File: config.mk
export PLATFORM = sky130hd
export DESIGN_NAME = lbo_datapath
export DESIGN_NICKNAME = d
export VERILOG_FILES = /design/src/verilog/lbo_pkg.sv /design/src/verilog/lbo_datapath.sv
export SDC_FILE = /design/constraint.sdc
export NUM_CORES = 1
export LEC_CHECK = 0
export BUFFER_PORTS_ARGS = -buffer_cell sky130_fd_sc_hd__buf_2
export CORE_ASPECT_RATIO = 1.25
export CORE_UTILIZATION = 25
export DETAILED_ROUTE_END_ITERATION = 10
export PLACE_DENSITY_LB_ADDON = 0.12
export SLEW_MARGIN = 20
export SYNTH_ARGS = -nofsm -noshare
export SYNTH_HDL_FRONTEND = slang
export SYNTH_SLANG_ARGS = --single-unit
File: constraint.sdc
create_clock -name clk_sys_i -period 1.6 [get_ports clk_sys_i]
set_input_delay 0.16 -clock clk_sys_i [delete_from_list [all_inputs] [get_ports clk_sys_i]]
set_output_delay 0.16 -clock clk_sys_i [all_outputs]
set_load 0.01 [all_outputs]
File: src/verilog/lbo_pkg.sv
// Shared constants and carrier types for the logic and bit operations datapath
//
// Functional notes
// RULE1: Register AND: W AND f; d=0 writes W, d=1 writes f; Z only.
// RULE2: Bit clear: zero the selected bit of f; flags untouched; one cycle.
// RULE3: Bit set: one into the selected bit of f; flags untouched; one cycle.
// RULE4: Bit ops decode file address 0..31 and bit position 0..7 from opcode.
// RULE5: Literal AND: W AND 8-bit literal into W, Z only, one cycle.
package lbo_pkg;

  localparam int unsigned OPC_W = 12;
  localparam int unsigned DATA_W = 8;
  localparam int unsigned FADDR_W = 5;
  localparam int unsigned BIT_W = 3;

  // Opcode patterns and masks
  localparam logic [11:0] AND_FILE_MASK = 12'hfc0;
  localparam logic [11:0] AND_FILE_CODE = 12'h140;
  localparam logic [11:0] BITOP_MASK = 12'hf00;
  localparam logic [11:0] CLRBIT_CODE = 12'h400;
  localparam logic [11:0] SETBIT_CODE = 12'h500;
  localparam logic [11:0] AND_LIT_CODE = 12'he00;

  // Field positions
  localparam int unsigned FADDR_LSB = 0;
  localparam int unsigned DEST_POS = 5;
  localparam int unsigned BIT_LSB = 5;
  localparam int unsigned LIT_LSB = 0;

  localparam logic [7:0] ZERO_BYTE = 8'h00;
  localparam logic [7:0] RESET_BYTE = 8'h00;
  localparam logic [7:0] BIT0_MASK = 8'h01;

  typedef enum logic [2:0] {
    LBO_OP_NONE,
    LBO_OP_AND_FILE,
    LBO_OP_AND_LIT,
    LBO_OP_CLR_BIT,
    LBO_OP_SET_BIT
  } lbo_op_t;

  // Write to the file register array
  typedef struct packed {
    logic       en;
    logic [4:0] addr;
    logic [7:0] data;
  } lbo_fwr_t;

  // Write to W and the zero flag
  typedef struct packed {
    logic       w_en;
    logic [7:0] w_data;
    logic       z_en;
    logic       z_val;
  } lbo_wwr_t;

endpackage : lbo_pkg

File: src/verilog/lbo_datapath.sv
// Execution datapath for AND and single-bit clear/set instructions
module lbo_datapath (
  // Clock and reset
  input  wire logic        clk_sys_i,
  input  wire logic        resetn_i,
  // Instruction from decoder
  input  wire logic        valid_i,
  input  wire logic [11:0] opcode_i,
  // Operands
  input  wire logic [7:0]  w_i,
  input  wire logic [7:0]  file_rd_data_i,
  // File register read address (combinational to the array)
  output logic [4:0]       file_rd_addr_o,
  // Registered results
  output lbo_pkg::lbo_fwr_t file_wr_o,
  output lbo_pkg::lbo_wwr_t w_wr_o,
  output logic             done_o
);

  ////////////////////////////////////////////////////////////////////////
  // Decode

  lbo_pkg::lbo_op_t op;
  logic [4:0] faddr;
  logic [2:0] bsel;
  logic dest_f;
  logic [7:0] lit;

  assign faddr = opcode_i[lbo_pkg::FADDR_LSB +: lbo_pkg::FADDR_W]; // see RULE4
  assign bsel = opcode_i[lbo_pkg::BIT_LSB +: lbo_pkg::BIT_W]; // see RULE4
  assign dest_f = opcode_i[lbo_pkg::DEST_POS];
  assign lit = opcode_i[lbo_pkg::LIT_LSB +: lbo_pkg::DATA_W];

  always_comb begin
    op = lbo_pkg::LBO_OP_NONE;
    if (valid_i) begin
      if ((opcode_i & lbo_pkg::AND_FILE_MASK) == lbo_pkg::AND_FILE_CODE) begin
        op = lbo_pkg::LBO_OP_AND_FILE;
      end else if ((opcode_i & lbo_pkg::BITOP_MASK) == lbo_pkg::AND_LIT_CODE) begin
        op = lbo_pkg::LBO_OP_AND_LIT;
      end else if ((opcode_i & lbo_pkg::BITOP_MASK) == lbo_pkg::CLRBIT_CODE) begin
        op = lbo_pkg::LBO_OP_CLR_BIT;
      end else if ((opcode_i & lbo_pkg::BITOP_MASK) == lbo_pkg::SETBIT_CODE) begin
        op = lbo_pkg::LBO_OP_SET_BIT;
      end
    end
  end

  // Read port is driven every cycle so the array read settles in the same cycle
  assign file_rd_addr_o = faddr;

  ////////////////////////////////////////////////////////////////////////
  // Execute

  logic [7:0] and_f;
  logic [7:0] and_k;
  logic [7:0] bit_mask;

  assign and_f = w_i & file_rd_data_i; // see RULE1
  assign and_k = w_i & lit; // see RULE5
  assign bit_mask = lbo_pkg::BIT0_MASK << bsel;

  lbo_pkg::lbo_fwr_t fwr_d;
  lbo_pkg::lbo_wwr_t wwr_d;

  always_comb begin
    fwr_d = '0;
    wwr_d = '0;
    // Address only carried with a write strobe; unused fields stay zero
    case (op)
      lbo_pkg::LBO_OP_AND_FILE: begin
        // Z tracks the result whichever destination is chosen
        wwr_d.z_en = 1'b1; // see RULE1
        wwr_d.z_val = (and_f == lbo_pkg::ZERO_BYTE);
        if (dest_f) begin
          fwr_d.en = 1'b1; // see RULE1
          fwr_d.addr = faddr;
          fwr_d.data = and_f;
        end else begin
          wwr_d.w_en = 1'b1; // see RULE1
          wwr_d.w_data = and_f;
        end
      end
      lbo_pkg::LBO_OP_AND_LIT: begin
        wwr_d.w_en = 1'b1; // see RULE5
        wwr_d.w_data = and_k;
        wwr_d.z_en = 1'b1; // see RULE5
        wwr_d.z_val = (and_k == lbo_pkg::ZERO_BYTE);
      end
      lbo_pkg::LBO_OP_CLR_BIT: begin
        fwr_d.en = 1'b1; // see RULE2
        fwr_d.addr = faddr; // see RULE4
        fwr_d.data = file_rd_data_i & ~bit_mask; // see RULE2
      end
      lbo_pkg::LBO_OP_SET_BIT: begin
        fwr_d.en = 1'b1; // see RULE3
        fwr_d.addr = faddr; // see RULE4
        fwr_d.data = file_rd_data_i | bit_mask; // see RULE3
      end
      default: begin
        fwr_d.en = 1'b0;
      end
    endcase
  end

  ////////////////////////////////////////////////////////////////////////
  // Result registers: one cycle from issue to write strobe

  always_ff @(posedge clk_sys_i) begin
    if (!resetn_i) begin
      file_wr_o <= '0;
      w_wr_o <= '0;
    end else begin
      file_wr_o <= fwr_d;
      w_wr_o <= wwr_d;
    end
  end

  always_ff @(posedge clk_sys_i) begin
    if (!resetn_i) begin
      done_o <= 1'b0;
    end else begin
      done_o <= (op != lbo_pkg::LBO_OP_NONE);
    end
  end

endmodule : lbo_datapath

---- After elaboration in Yosys (flattened, before gate mapping) ----
Index checks and enable logic that the tools add are counted.
word-level totals
  register bits ........................... 26
  input port bits ......................... 31
  output and inout bits ................... 31
  word-level logic and storage cells ...... 36
operators by class
  equal/unequal tests ..................... 8
  shifts and indexed selects .............. 1
  mux-type cells .......................... 10
  bitwise operators ....................... 5
  reduce and logical (&&, ||, !) cells .... 4
operator list
  operator                                          count
  case mux 13 bit (3 select lines)                  1
  AND 8 bit                                         3
  case mux 11 bit (2 select lines)                  1
  zero test 8 bit                                   2
  2-to-1 mux 3 bit                                  5
  2-to-1 mux 14 bit                                 1
  2-to-1 mux 9 bit                                  1
  == test 4 x 3 -> 1 bit (second input constant)    2
  inverter 8 bit                                    1
  OR 8 bit                                          1
  left shift 1 x 3 -> 8 bit (first input constant)  1
  == test 3 x 2 -> 1 bit (second input constant)    2
  == test 6 x 3 -> 1 bit (second input constant)    1
  == test 4 bit (second input constant)             1
  == test 3 x 1 -> 1 bit (second input constant)    1
  == test 3 bit (second input constant)             1
  nonzero test 3 bit                                1
  case mux 1 bit (2 select lines)                   1
  OR reduction 2 bit                                1

---- Logic depth before layout (Yosys ltp) ----
  depth in word-level cells ............... 9
  gate-level depth with buffers ........... 6
  gate-level depth less buffers ........... 4

---- Worst setup path before layout ----
No wires, ideal clock.
  path type ............................... input port to flip-flop
  start point ............................. input port opcode_i[8]
  end point ............................... register w_wr_o[8] in the netlist's numbering
  library setup time ...................... 116 ps
  data arrival time ....................... 1091 ps
  required time ........................... 1484 ps
  setup slack ............................. 394 ps
  cell stages on the path ................. 6
  buffers on the path ..................... 2
  cell sequence ........................... buf_6 > and4bb_4 > and2_4 > buf_6 > o21a_4 > and3_1
between the ends
  cells in the longest elaborated chain, start to end .. 8
  elaborated cells on any way between the ends .. 12
  classes of those cells .................. 6 x eq/ne; 6 x mux
RTL lines
  element                                                                  RTL line             RTL
  from (decl)                                                              lbo_datapath.sv:8    input wire logic [11:0] opcode_i,
  == test 4 x 3 -> 1 bit                                                   lbo_datapath.sv:43   end else if ((opcode_i & lbo_pkg::BITOP_MASK) == lbo_pkg::SETBIT_CODE) begin
  2-to-1 mux 3 bit                                                         lbo_datapath.sv:43
  2-to-1 mux 3 bit                                                         lbo_datapath.sv:41   end else if ((opcode_i & lbo_pkg::BITOP_MASK) == lbo_pkg::CLRBIT_CODE) begin
  2-to-1 mux 3 bit                                                         lbo_datapath.sv:39   end else if ((opcode_i & lbo_pkg::BITOP_MASK) == lbo_pkg::AND_LIT_CODE) begin
  2-to-1 mux 3 bit (*)                                                     lbo_datapath.sv:37   if ((opcode_i & lbo_pkg::AND_FILE_MASK) == lbo_pkg::AND_FILE_CODE) begin
  2-to-1 mux 3 bit (*)                                                     lbo_datapath.sv:36   if (valid_i) begin
  == test 3 x 2 -> 1 bit / == test 3 x 1 -> 1 bit (equally long branches)  lbo_datapath.sv:70   case (op)
  case mux 11 bit (2 select lines) (*)                                     lbo_datapath.sv:70
  to (signal assigned)                                                     lbo_datapath.sv:115  w_wr_o <= wwr_d;
  to (decl)                                                                lbo_datapath.sv:16   output lbo_pkg::lbo_wwr_t w_wr_o,
Every way passes the cells marked *; elsewhere a longest branch is shown, timed or not.
A chain may end at the register's enable or synchronous reset.

---- Worst setup path in the final report ----
  start point ............................. input port opcode_i[7]
  end point ............................... register w_wr_o[6] in the netlist's numbering
between the ends
  cells in the longest elaborated chain, start to end .. 5
  elaborated cells on any way between the ends .. 6
  classes of those cells .................. 3 x eq/ne; 3 x mux
RTL lines
  element                                                                  RTL line
  == test 6 x 3 -> 1 bit (*)                                               lbo_datapath.sv:37
  2-to-1 mux 3 bit (*)                                                     lbo_datapath.sv:37
  2-to-1 mux 3 bit (*)                                                     lbo_datapath.sv:36
  == test 3 x 2 -> 1 bit / == test 3 x 1 -> 1 bit (equally long branches)  lbo_datapath.sv:70
  case mux 11 bit (2 select lines) (*)                                     lbo_datapath.sv:70
Marked as above.

==> run summary <==
=====================================================================================
Final setup fails ......................................................            0
Global route overflow ..................................................            0
Clock Pin Slew Worst Setup and Hold Paths ..............................        90 ps
Synth Register Bits ....................................................           26
Most frequent cells in the layout ...................................... 61 x sky130_fd_sc_hd__buf_2, 26 x sky130_fd_sc_hd__dfxtp_1, 12 x sky130_fd_sc_hd__nand2_1
Yosys warning count ....................................................            0
Nets ...................................................................          212
Worst Max-Slew Pin Slew ................................................       361 ps
Post-synth net total ...................................................          158
Worst-case clock buffer depth ..........................................            2
Total vias in the final route ..........................................         1140
Number of max-capacitance violations reported ..........................            0
First-iteration detailed-routing DRC count .............................           40
GPL Wtd Cong ...........................................................        0.776
Via/cell ratio .........................................................         4.75
Number of placement rows ...............................................           28
Layout Area Growth over Synthesis ......................................        27.9%
Horizontal die dimension ...............................................      65.2 um
Effective utilization at floorplan .....................................        26.2%
Leakage Power ..........................................................     0.758 nW
Max Fclk ...............................................................    0.888 GHz
HPWL after detailed placement ..........................................      2.69 mm
Mean post-synth cell area ..............................................     9.83 um2
Maximum number of pins on one net before global-route repair ...........           15
Placed Instance Area ...................................................     1540 um2
Num CTS Buffers ........................................................            3
Core region area .......................................................     4760 um2
Crit start category .................................................... primary input
Aggregate negative setup slack .........................................         0 ps
Seq/Total Area, Yosys ..................................................        41.7%
Number of buffers inserted for hold repair after clock tree synthesis ..            0
Number of detailed-routing iterations run before antenna repair ........            4
Total wire length after detailed routing ...............................      3.33 mm
Maximum ir drop on the vdd rail ........................................   0.000268 V
Initial antenna violation count ........................................            0
Clock Root Buffer ...................................................... sky130_fd_sc_hd__clkbuf_8
Die H ..................................................................      81.0 um
Port Buffers ...........................................................           61
Layout cell share with drive strength beyond 1 .........................        41.7%
Die Footprint ..........................................................     5280 um2
Cell with the largest stage delay on the worst path .................... sky130_fd_sc_hd__and3b_1
Post-synthesis cell type count .........................................           33
IO Count ...............................................................           62
Final Hold Fails .......................................................            0
CTS H-tree depth .......................................................            1
CTS tree ...............................................................        built
Data arrival time of the critical path .................................      1340 ps
Max-slew violation total from the final report .........................            0
Outcome ................................................................ finished clean
Most frequent standard cell in the layout excluding fill and tap cells . sky130_fd_sc_hd__buf_2
Post-Layout Inst Area ..................................................     1600 um2
Remaining DRCs .........................................................            0
Buffer count from post-CTS setup fixing ................................            0
Hold/Removal Path Class ................................................       in2reg
Headroom to the max-slew limit .........................................        75.9%
Routed length per placed instance ......................................      13.9 um
Endpoint required time on the critical path ............................      1810 ps
Count of antenna diodes in the layout ..................................            0
Min Tclk post-route ....................................................      1130 ps
Post-Syn Instances .....................................................          127
DRT antenna net count ..................................................            0
Final cycle utilization of the critical path ...........................        70.4%
Cell Area, Synth .......................................................     1250 um2
Largest incremental delay on the critical path .........................       360 ps
Type of element capturing the critical path ............................     register
Number of global-route vias before repair ..............................         1137
Clock Sinks ............................................................           26
Wire length of the first global-routing pass ...........................      5.43 mm
Number of gates resized after cts ......................................            0
Largest fanout on the critical path ....................................           11
Setup repair after global routing missed its margin ....................           no
Combined global-route utilization of all metal layers ..................        13.2%
Total power divided by cell area .......................................   773 nW/um2
Sequence of cells on the critical path ................................. buf_2 > and4bb_4 > and3b_1 > a22o_1 > and3_1
Kind of critical path ..................................................       in2reg
=====================================================================================
-- synthesized netlist by cell type, drive strengths merged --
library cell	count	share of area, %
and3b	1	0.70
a221oi	1	0.70
or3	1	0.50
nand3b	4	2.4
nand4	2	1.0
nor2	8	2.4
nor3	3	1.6
and4	1	0.70
a21oi	1	0.40
o21ai	1	0.70
a22oi	2	1.2
nand3	2	1.2
nor3b	4	2.8
nand2	12	3.6
and4bb	1	1.3
and2	8	4.2
o21a	2	1.8
a21boi	2	1.5
and3	7	3.5
dfxtp	26	42
a22o	8	5.6
buf	13	7.6
o22a	8	5.6
mux2i	8	6.4
o31a	1	0.80
-- stage by stage --
| step | power (mW) | hold slack (ps) | util (%) | std cells | setup slack [ps] |
|---|---|---|---|---|---|
| global route | 1.29 | 148 | 33.5 | 240 | 432 |
| detailed placement | 0.825 | 429 | 32.4 | 236 | 204 |
| finish | 1.23 | 142 | 33.5 | 240 | 474 |
| CTS | 1.25 | 137 | 33.5 | 240 | 482 |
| global placement | 0.824 | 419 | 32.4 | 236 | 229 |
| floorplan | 0.755 | 276 | - | 127 | 394 |
-- registers in the layout, summed over array words and instances, names as in the netlist --
register,count
file_wr_o,14
w_wr_o,11
done_o,1
-- layer usage --
metal	up-vias	GRT usage [%]	wire length [um]
li1	561	-	-
met4	0	5.00	53
met1	525	15.6	1460
met2	48	23.6	1630
met3	6	1.97	189
met5	-	0	0
-- worst max-delay path: cells and delay by family --
| kind | cells | cell delay (ps) |
|---|---|---|
| and+or+nand+nor | 3 | 840 |
| buffers and inverters | 1 | 160 |
| AOI/OAI and AO/OA | 1 | 170 |
-- cell type report --
type,count,area (um2)
timing repair buffer,62,313
sequential,26,520
multi-input combinational,88,633
fill,536,3170
clock buffer,4,55.1
tap,60,75.1
-- report_power, final --
part	leakage (nW)	internal (mW)	switching, mW	total (mW)
clock	0.0288	0.220	0.205	0.425
sequential	0.210	0.650	0.000729	0.651
combinational	0.520	0.0705	0.0878	0.158
-- path summary, 6_finish.rpt --
path        start  slack (ps)  depth (start not counted)       endpoint
max   opcode_i[7]         470                          5      w_wr_o[6]
min   opcode_i[2]         140                          2  file_wr_o[10]
-- cell families (layout without fill, tap and decap cells) --
logic type	after synthesis	in the layout	share of synthesized area, %
multiplexers	8	8	6.41
AO/OA/AOI/OAI	26	26	18.3
buffers and inverters	13	66	7.62
AND/OR/NAND/NOR	54	54	26.0
flip-flops	26	26	41.7
Note: power is estimated with default switching activity, not from simulation.
